<file path="config.mk">
export PLATFORM = sky130hd
export DESIGN_NAME = parity_byte_enable_control
export DESIGN_NICKNAME = d
export VERILOG_FILES = /design/src/core/pbe_pkg.sv /design/src/core/ref_divider.sv /design/src/core/parity_core.sv /design/src/core/parity_byte_enable_control.sv
export SDC_FILE = /design/constraint.sdc
export NUM_CORES = 1
export LEC_CHECK = 0
export ABC_AREA = 1
export BUFFER_PORTS_ARGS = -buffer_cell sky130_fd_sc_hd__buf_4
export CORE_MARGIN = 3
export CORE_UTILIZATION = 48
export DETAILED_ROUTE_END_ITERATION = 10
export PLACE_DENSITY = 0.85
export SLEW_MARGIN = 20
export SYNTH_ARGS = -nofsm -noshare
export SYNTH_HDL_FRONTEND = slang
export SYNTH_SLANG_ARGS = --single-unit
</file>
<file path="constraint.sdc">
create_clock -name ref_clk -period 2 [get_ports ref_clk]
set_clock_uncertainty 0.2 [all_clocks]
set_input_delay 0.4 -clock ref_clk [delete_from_list [all_inputs] [get_ports ref_clk]]
set_output_delay 0.4 -clock ref_clk [all_outputs]
set_load 0.005 [all_outputs]
</file>
<file path="src/core/pbe_pkg.sv">
package pbe_pkg;
  localparam int          LANES         = 4;
  localparam int          CLK_HZ        = 10_000_000;
  localparam int          OSC_DIV       = 12;
  localparam int          DIV_W         = 4;
  localparam logic [3:0]  DIV_LAST      = 4'hb;
  localparam logic [3:0]  DIV_HALF      = 4'h6;
  // axi-lite register map (byte addresses)
  localparam logic [7:0]  ADDR_CTRL     = 8'h00;
  localparam logic [7:0]  ADDR_STATUS   = 8'h04;
  localparam logic [7:0]  ADDR_MASK     = 8'h08;
  localparam logic [7:0]  ADDR_LANES    = 8'h0c;
  // ctrl field positions
  localparam int          CTRL_FORCE    = 0;
  localparam int          CTRL_WGATE    = 1;
  localparam int          CTRL_PGATE    = 2;
  localparam logic [2:0]  CTRL_RESET    = 3'h0;
  // status / mask bit positions
  localparam int          ST_FAULT      = 0;
  localparam int          ST_MISMATCH   = 1;
  localparam int          ST_W          = 2;
  localparam logic [1:0]  MASK_RESET    = 2'h0;
  localparam logic [1:0]  RESP_OKAY     = 2'h0;
  localparam logic [1:0]  RESP_SLVERR   = 2'h2;
endpackage : pbe_pkg

</file>
<file path="src/core/ref_divider.sv">
`timescale 1ns/1ps
`default_nettype none
module ref_divider (
  input  wire logic                 ref_clk,
  input  wire logic                 rst,
  output logic                      div_tick,
  output logic                      divided_reference_clock
);
  import pbe_pkg::*;
  logic [DIV_W-1:0] count;
  logic [DIV_W-1:0] next_count;
  logic             next_divclk;

  always_comb begin
    next_count  = (count == DIV_LAST) ? '0 : count + 4'h1;
    next_divclk = (next_count < DIV_HALF);
  end

  always_ff @(posedge ref_clk) begin
    if (rst) begin
      count                   <= '0;
      divided_reference_clock <= 1'b0;
    end else begin
      count                   <= next_count;
      divided_reference_clock <= next_divclk;
    end
  end

  assign div_tick = (count == DIV_LAST);
endmodule : ref_divider
`default_nettype wire

</file>
<file path="src/core/parity_core.sv">
`timescale 1ns/1ps
`default_nettype none
module parity_core #(
  parameter int LANES = 4
) (
  input  wire logic [LANES-1:0]     pp_upper,
  input  wire logic [LANES-1:0]     pp_lower,
  input  wire logic [LANES-1:0]     mp_held,
  input  wire logic [LANES-1:0]     lanes,
  output logic      [LANES-1:0]     byte_parity,
  output logic      [LANES-1:0]     gated_mismatch,
  output logic                      any_error
);
  genvar i;
  generate
    for (i = 0; i < LANES; i++) begin : g_lane
      assign byte_parity[i]    = pp_upper[i] ^ pp_lower[i];
      assign gated_mismatch[i] = (byte_parity[i] != mp_held[i]) & lanes[i];
    end
  endgenerate
  assign any_error = |gated_mismatch;
endmodule : parity_core
`default_nettype wire

</file>
<file path="src/core/parity_byte_enable_control.sv">
`timescale 1ns/1ps
`default_nettype none
// Function
// - divide reference clock by twelve
// - flag cpu local bus cycles
// - hold lane selects through memory cycle
// - force input drives all lanes active
// - undriven force input reads deasserted
// - byte parity is xor of nibbles
// - compare read parity, flag mismatching bytes
// - capture parity on column/sample strobes
// - mask mismatches by lane select
// - or mismatches, latch fault when gated
// - drive write parity only when gated
// - undriven write gate keeps drivers off
module parity_byte_enable_control (
  input  wire logic                 ref_clk,
  input  wire logic                 rst,
  input  wire logic [3:0]           cpu_lane_selects,
  input  wire logic                 memory_address_latch_enable,
  input  wire logic                 force_lane_selects,
  input  wire logic                 local_cycle_request,
  input  wire logic [3:0]           nibble_parity_upper,
  input  wire logic [3:0]           nibble_parity_lower,
  input  wire logic                 column_strobe,
  input  wire logic                 parity_sample_strobe,
  input  wire logic                 memory_read,
  input  wire logic                 parity_flag_gate,
  input  wire logic                 write_parity_drive_gate,
  input  wire logic [3:0]           memory_parity_bits_in,
  output logic      [3:0]           memory_parity_bits_out,
  output logic      [3:0]           memory_parity_bits_oe,
  output logic      [3:0]           latched_lane_selects,
  output logic                      latched_parity_fault,
  output logic                      local_cycle_flag,
  output logic                      divided_reference_clock,
  output logic                      irq,
  input  wire logic [7:0]           s_axi_awaddr,
  input  wire logic                 s_axi_awvalid,
  output logic                      s_axi_awready,
  input  wire logic [31:0]          s_axi_wdata,
  input  wire logic [3:0]           s_axi_wstrb,
  input  wire logic                 s_axi_wvalid,
  output logic                      s_axi_wready,
  output logic      [1:0]           s_axi_bresp,
  output logic                      s_axi_bvalid,
  input  wire logic                 s_axi_bready,
  input  wire logic [7:0]           s_axi_araddr,
  input  wire logic                 s_axi_arvalid,
  output logic                      s_axi_arready,
  output logic      [31:0]          s_axi_rdata,
  output logic      [1:0]           s_axi_rresp,
  output logic                      s_axi_rvalid,
  input  wire logic                 s_axi_rready
);
  import pbe_pkg::*;

  // pin gates are active high; a pull-up models as "pin low = inactive" externally,
  // so an open pin (0 here) disables. software ctrl bits may also assert them.
  logic [2:0]       ctrl;
  logic [ST_W-1:0]  status;
  logic [ST_W-1:0]  mask;
  logic [3:0]       lane_reg;
  logic [3:0]       mp_held;
  logic [3:0]       pp_up_held;
  logic [3:0]       pp_lo_held;
  logic             fault;
  logic             local_flag;
  logic [3:0]       next_lane_reg;
  logic [3:0]       next_mp_held;
  logic [3:0]       next_pp_up_held;
  logic [3:0]       next_pp_lo_held;
  logic             next_fault;
  logic             next_local_flag;
  logic [3:0]       byte_parity;
  logic [3:0]       gated_mismatch;
  logic             any_error;
  logic             force_eff;
  logic             wgate_eff;
  logic             pgate_eff;
  logic             capture;
  logic [3:0]       lanes_now;
  logic             div_tick;

  assign force_eff = force_lane_selects | ctrl[CTRL_FORCE];
  assign wgate_eff = write_parity_drive_gate | ctrl[CTRL_WGATE];
  assign pgate_eff = parity_flag_gate | ctrl[CTRL_PGATE];
  assign capture   = column_strobe & parity_sample_strobe;

  always_comb begin
    next_lane_reg   = memory_address_latch_enable ? cpu_lane_selects : lane_reg;
    next_mp_held    = capture ? memory_parity_bits_in : mp_held;
    next_pp_up_held = capture ? nibble_parity_upper : pp_up_held;
    next_pp_lo_held = capture ? nibble_parity_lower : pp_lo_held;
    next_local_flag = local_cycle_request;
    if (!pgate_eff) begin
      next_fault = 1'b0;
    end else begin
      next_fault = fault | (memory_read & any_error);
    end
  end

  always_ff @(posedge ref_clk) begin
    if (rst) begin
      lane_reg   <= '0;
      mp_held    <= '0;
      pp_up_held <= '0;
      pp_lo_held <= '0;
      fault      <= 1'b0;
      local_flag <= 1'b0;
    end else begin
      lane_reg   <= next_lane_reg;
      mp_held    <= next_mp_held;
      pp_up_held <= next_pp_up_held;
      pp_lo_held <= next_pp_lo_held;
      fault      <= next_fault;
      local_flag <= next_local_flag;
    end
  end

  assign lanes_now            = force_eff ? '1 : lane_reg;
  assign latched_lane_selects = lanes_now;
  assign latched_parity_fault = fault;
  assign local_cycle_flag     = local_flag;

  parity_core #(.LANES(LANES)) u_core (
    .pp_upper       (pp_up_held),
    .pp_lower       (pp_lo_held),
    .mp_held        (mp_held),
    .lanes          (lanes_now),
    .byte_parity    (byte_parity),
    .gated_mismatch (gated_mismatch),
    .any_error      (any_error)
  );

  // write parity is combinational from live nibbles: hold time is the buffers'
  logic [3:0] wr_parity;
  assign wr_parity              = nibble_parity_upper ^ nibble_parity_lower;
  assign memory_parity_bits_out = wr_parity;
  assign memory_parity_bits_oe  = (wgate_eff & !memory_read) ? '1 : '0;

  ref_divider u_div (
    .ref_clk                 (ref_clk),
    .rst                     (rst),
    .div_tick                (div_tick),
    .divided_reference_clock (divided_reference_clock)
  );

  // status events: set wins over write-one-to-clear
  logic [ST_W-1:0] events;
  logic [ST_W-1:0] w1c;
  logic [ST_W-1:0] next_status;
  assign events = {pgate_eff & memory_read & any_error, next_fault & !fault};

  // axi-lite write: address and data taken in either order
  logic        aw_held;
  logic        w_held;
  logic [7:0]  aw_addr;
  logic [31:0] w_data;
  logic [3:0]  w_strb;
  logic        bvalid;
  logic [1:0]  bresp;
  logic        next_aw_held;
  logic        next_w_held;
  logic [7:0]  next_aw_addr;
  logic [31:0] next_w_data;
  logic [3:0]  next_w_strb;
  logic        next_bvalid;
  logic [1:0]  next_bresp;
  logic [2:0]  next_ctrl;
  logic [ST_W-1:0] next_mask;
  logic        do_write;

  assign s_axi_awready = !aw_held && !bvalid;
  assign s_axi_wready  = !w_held && !bvalid;
  assign do_write      = aw_held && w_held && !bvalid;

  always_comb begin
    next_aw_held = aw_held;
    next_w_held  = w_held;
    next_aw_addr = aw_addr;
    next_w_data  = w_data;
    next_w_strb  = w_strb;
    next_bvalid  = bvalid;
    next_bresp   = bresp;
    next_ctrl    = ctrl;
    next_mask    = mask;
    w1c          = '0;
    if (s_axi_awvalid && s_axi_awready) begin
      next_aw_held = 1'b1;
      next_aw_addr = s_axi_awaddr;
    end
    if (s_axi_wvalid && s_axi_wready) begin
      next_w_held = 1'b1;
      next_w_data = s_axi_wdata;
      next_w_strb = s_axi_wstrb;
    end
    if (do_write) begin
      next_aw_held = 1'b0;
      next_w_held  = 1'b0;
      next_bvalid  = 1'b1;
      next_bresp   = RESP_OKAY;
      unique case (aw_addr)
        ADDR_CTRL:   if (w_strb[0]) next_ctrl = w_data[2:0];
        ADDR_STATUS: if (w_strb[0]) w1c = w_data[ST_W-1:0];
        ADDR_MASK:   if (w_strb[0]) next_mask = w_data[ST_W-1:0];
        ADDR_LANES:  next_bresp = RESP_OKAY;
        default:     next_bresp = RESP_SLVERR;
      endcase
    end
    if (bvalid && s_axi_bready) begin
      next_bvalid = 1'b0;
    end
    next_status = (status & ~w1c) | events;
  end

  // axi-lite read: one-cycle answer
  logic        rvalid;
  logic [31:0] rdata;
  logic [1:0]  rresp;
  logic        next_rvalid;
  logic [31:0] next_rdata;
  logic [1:0]  next_rresp;
  assign s_axi_arready = !rvalid;

  always_comb begin
    next_rvalid = rvalid;
    next_rdata  = rdata;
    next_rresp  = rresp;
    if (s_axi_arvalid && s_axi_arready) begin
      next_rvalid = 1'b1;
      next_rresp  = RESP_OKAY;
      next_rdata  = '0;
      unique case (s_axi_araddr)
        ADDR_CTRL:   next_rdata[2:0]      = ctrl;
        ADDR_STATUS: next_rdata[ST_W-1:0] = status;
        ADDR_MASK:   next_rdata[ST_W-1:0] = mask;
        ADDR_LANES:  next_rdata[7:0]      = {gated_mismatch, lanes_now};
        default:     next_rresp           = RESP_SLVERR;
      endcase
    end else if (rvalid && s_axi_rready) begin
      next_rvalid = 1'b0;
    end
  end

  always_ff @(posedge ref_clk) begin
    if (rst) begin
      aw_held <= 1'b0;
      w_held  <= 1'b0;
      aw_addr <= '0;
      w_data  <= '0;
      w_strb  <= '0;
      bvalid  <= 1'b0;
      bresp   <= RESP_OKAY;
      ctrl    <= CTRL_RESET;
      mask    <= MASK_RESET;
      status  <= '0;
      rvalid  <= 1'b0;
      rdata   <= '0;
      rresp   <= RESP_OKAY;
    end else begin
      aw_held <= next_aw_held;
      w_held  <= next_w_held;
      aw_addr <= next_aw_addr;
      w_data  <= next_w_data;
      w_strb  <= next_w_strb;
      bvalid  <= next_bvalid;
      bresp   <= next_bresp;
      ctrl    <= next_ctrl;
      mask    <= next_mask;
      status  <= next_status;
      rvalid  <= next_rvalid;
      rdata   <= next_rdata;
      rresp   <= next_rresp;
    end
  end

  assign s_axi_bvalid = bvalid;
  assign s_axi_bresp  = bresp;
  assign s_axi_rvalid = rvalid;
  assign s_axi_rdata  = rdata;
  assign s_axi_rresp  = rresp;
  assign irq          = |(status & mask);
endmodule : parity_byte_enable_control
`default_nettype wire

</file>
==> flow_summary.yaml <==
power_and_ir_drop:
  power.density_mw_per_mm2: 786
  p_leak_nw: 1.57
  switchingPower_w: 0.000631
  comb_power_share: 0.155
  p_int_w: 0.00200
  p_sw_frac: 0.240
  p_seq_frac: 0.468
  ir_worst_vdd_v: 0.000709
  clkPwrFrac: 0.376
global_routing:
  grt_max_degree: 25
  overflow: 0
  grtUsageTotal: 0.190
  grt_antenna_before_repair: 0
  grt_pass1_vias: 2321
  grt_pass1_wl_um: 9720
layout:
  final_net_count: 521
  syn_to_final_growth_pct: 27.4
  fill_cells: 462
  diodes: 0
  drive_above_1_share: 0.242
timing:
  rsz0062_at_grt: "no"
  fmax_mhz: 566
  fin_tns_setup_ns: 0
  period_share: 0.884
  setup_viol: 0
  holdWs_ns: 0.0857
  finalCriticalPeriod_ns: 1.77
  tightest_slew_ns: 0.615
  hold_violations: 0
  max_slew_margin: 0.589
  slew_violations: 0
  setup_slack_ns: 0.232
clocking:
  cts_resized: 0
  cts_tree: "done"
  clock-root-buffer: "clkbuf_8"
  cts.sinks: 56
  cts.htree.levels: 2
  cts_setup_buffers: 0
  clk_latency_ns: 0.31
  numCtsBuffers: 5
  ctsHoldBuffers: 0
  clockBufferDepth: 2
  clk_pin_slew_ns: 0.10
die:
  initial_utilization: 0.505
  rows: 26
  coreArea_mm2: 0.00520
  io-pin-count: 140
  die_x_um: 80.0
  die_height_um: 80.0
  dieArea_mm2: 0.00640
critical_path:
  startpoint_type: "flop"
  crit_fanout: 4
  worst_setup_path_end_kind: "primary output"
  critical_path_required_ns: 1.40
  worstSetupPathType: "reg -> out"
  arrival_ns: 1.17
logic_synthesis:
  syn_inst: 358
  synthesis.area_mm2: 0.00263
  synthArstFlopShare: 0
  synth_edf_count: 0
  yosys_warnings: 0
  synthTopCellsByCount: "56 x dfxtp_1, 47 x nor2_1, 46 x nand2_1"
  syn_avg_cell_area_um2: 7.34
  ys_ff_latch: 56
  synth_top_area_share: 0.427
  ys.flop_type: "dfxtp_1"
  post-synth-top-count-cell: "dfxtp_1"
  ys_seq_area_frac: 0.427
  yosys-top-cells-area: "dfxtp_1 43%, buf_4 8.3%, o21ai_0 6.9%"
  synth_area_leader_cell: "dfxtp_1"
  yosysUniqueCellTypes: 31
drt:
  drt_iter0_markers: 104
  wl_um: 5990
  drt_pass1_iterations: 4
  drcViolationCount: 0
  wl_per_cell_um: 11.8
  ant_nets: 0
  vias: 2453
  via_per_inst: 4.83
outcome:
  status: "finished clean"
placed_design:
  gp_congestion: 0.851
  dpl.hpwl_um: 4640
  place_ws_ns: 0.392
  io_buffers: 81
hold_path:
  hold_path.class: "in -> reg"
job:
  cap_violations: 0
-- power by group through the flow --
stage / Sequential (W) / Clock, W / Combinational, W
detailed placement: 0.00126 / 0 / 0.000407
floorplan: 0.00125 / 0 / 0.000266
global placement: 0.00125 / 0 / 0.000396
finish: 0.00123 / 0.000990 / 0.000409
CTS: 0.00123 / 0.00100 / 0.000411
global route: 0.00124 / 0.00105 / 0.000466
-- path summary, 6_finish.rpt --
kind / start / to / slack [ns] / cells past startpoint
max: ctrl[0] / latched_lane_selects[0] / 0.23 / 3
min: s_axi_bready / s_axi_bvalid / 0.09 / 2
max reg2reg: ctrl[0] / latched_parity_fault / 0.49 / 8
min reg2reg: u_div.count[0] / u_div.count[0] / 0.26 / 1
-- worst max-delay path, stage by stage, from the launching register on --
cell     delay (ns)
dfxtp_1        0.36
nor2_2         0.17
nand2_1        0.15
buf_4          0.17
-- per-stage QoR --
stage	area, µm²	total power (W)	utilization	cells
6_report	3350	0.00263	0.643	508
3_5_place_dp	3190	0.00166	0.613	500
3_3_place_gp	3190	0.00165	0.613	500
4_1_cts	3350	0.00264	0.643	508
5_1_grt	3350	0.00275	0.643	508
2_1_floorplan	2720	0.00151	-	383
-- final cells by class --
| type | count | area [µm²] | share of cell area |
|---|---|---|---|
| repair buffers | 84 | 631 | 0.188 |
| multi-input cells | 247 | 1180 | 0.354 |
| well taps | 70 | 87.6 | 0.0262 |
| inverters | 43 | 164 | 0.0490 |
| clock buffers | 5 | 68.8 | 0.0206 |
| flip-flops and latches | 56 | 1120 | 0.335 |
| clock inverters | 3 | 90.1 | 0.0269 |
-- cell families after synthesis --
kind of cell               synth area share
and+or+nand+nor                       0.238
other                               0.00143
buffers and inverters                 0.158
xor gates and xnor gates             0.0200
AOI/OAI and AO/OA                     0.152
DFF                                   0.427
adders and majority gates           0.00476
-- cells in the final DEF (no fill, tap or decap), types with 5 or more instances in the layout --
cell,instances
buf_4,84
dfxtp_1,56
nor2_1,47
nand2_1,46
inv_1,40
o21ai_0,36
a21oi_1,30
nand3_1,26
conb_1,26
nor3_1,8
xor2_1,6
clkbuf_8,5
-- routing by layer --
layer / track usage / vias to the layer above / part of all wire
met5: 0 / - / 0
met1: 0.210 / 1094 / 0.40
met2: 0.346 / 86 / 0.52
li1: - / 1260 / -
met4: 0.0676 / 0 / 0.020
met3: 0.0497 / 13 / 0.061
Power figures use the tool's default switching activity.
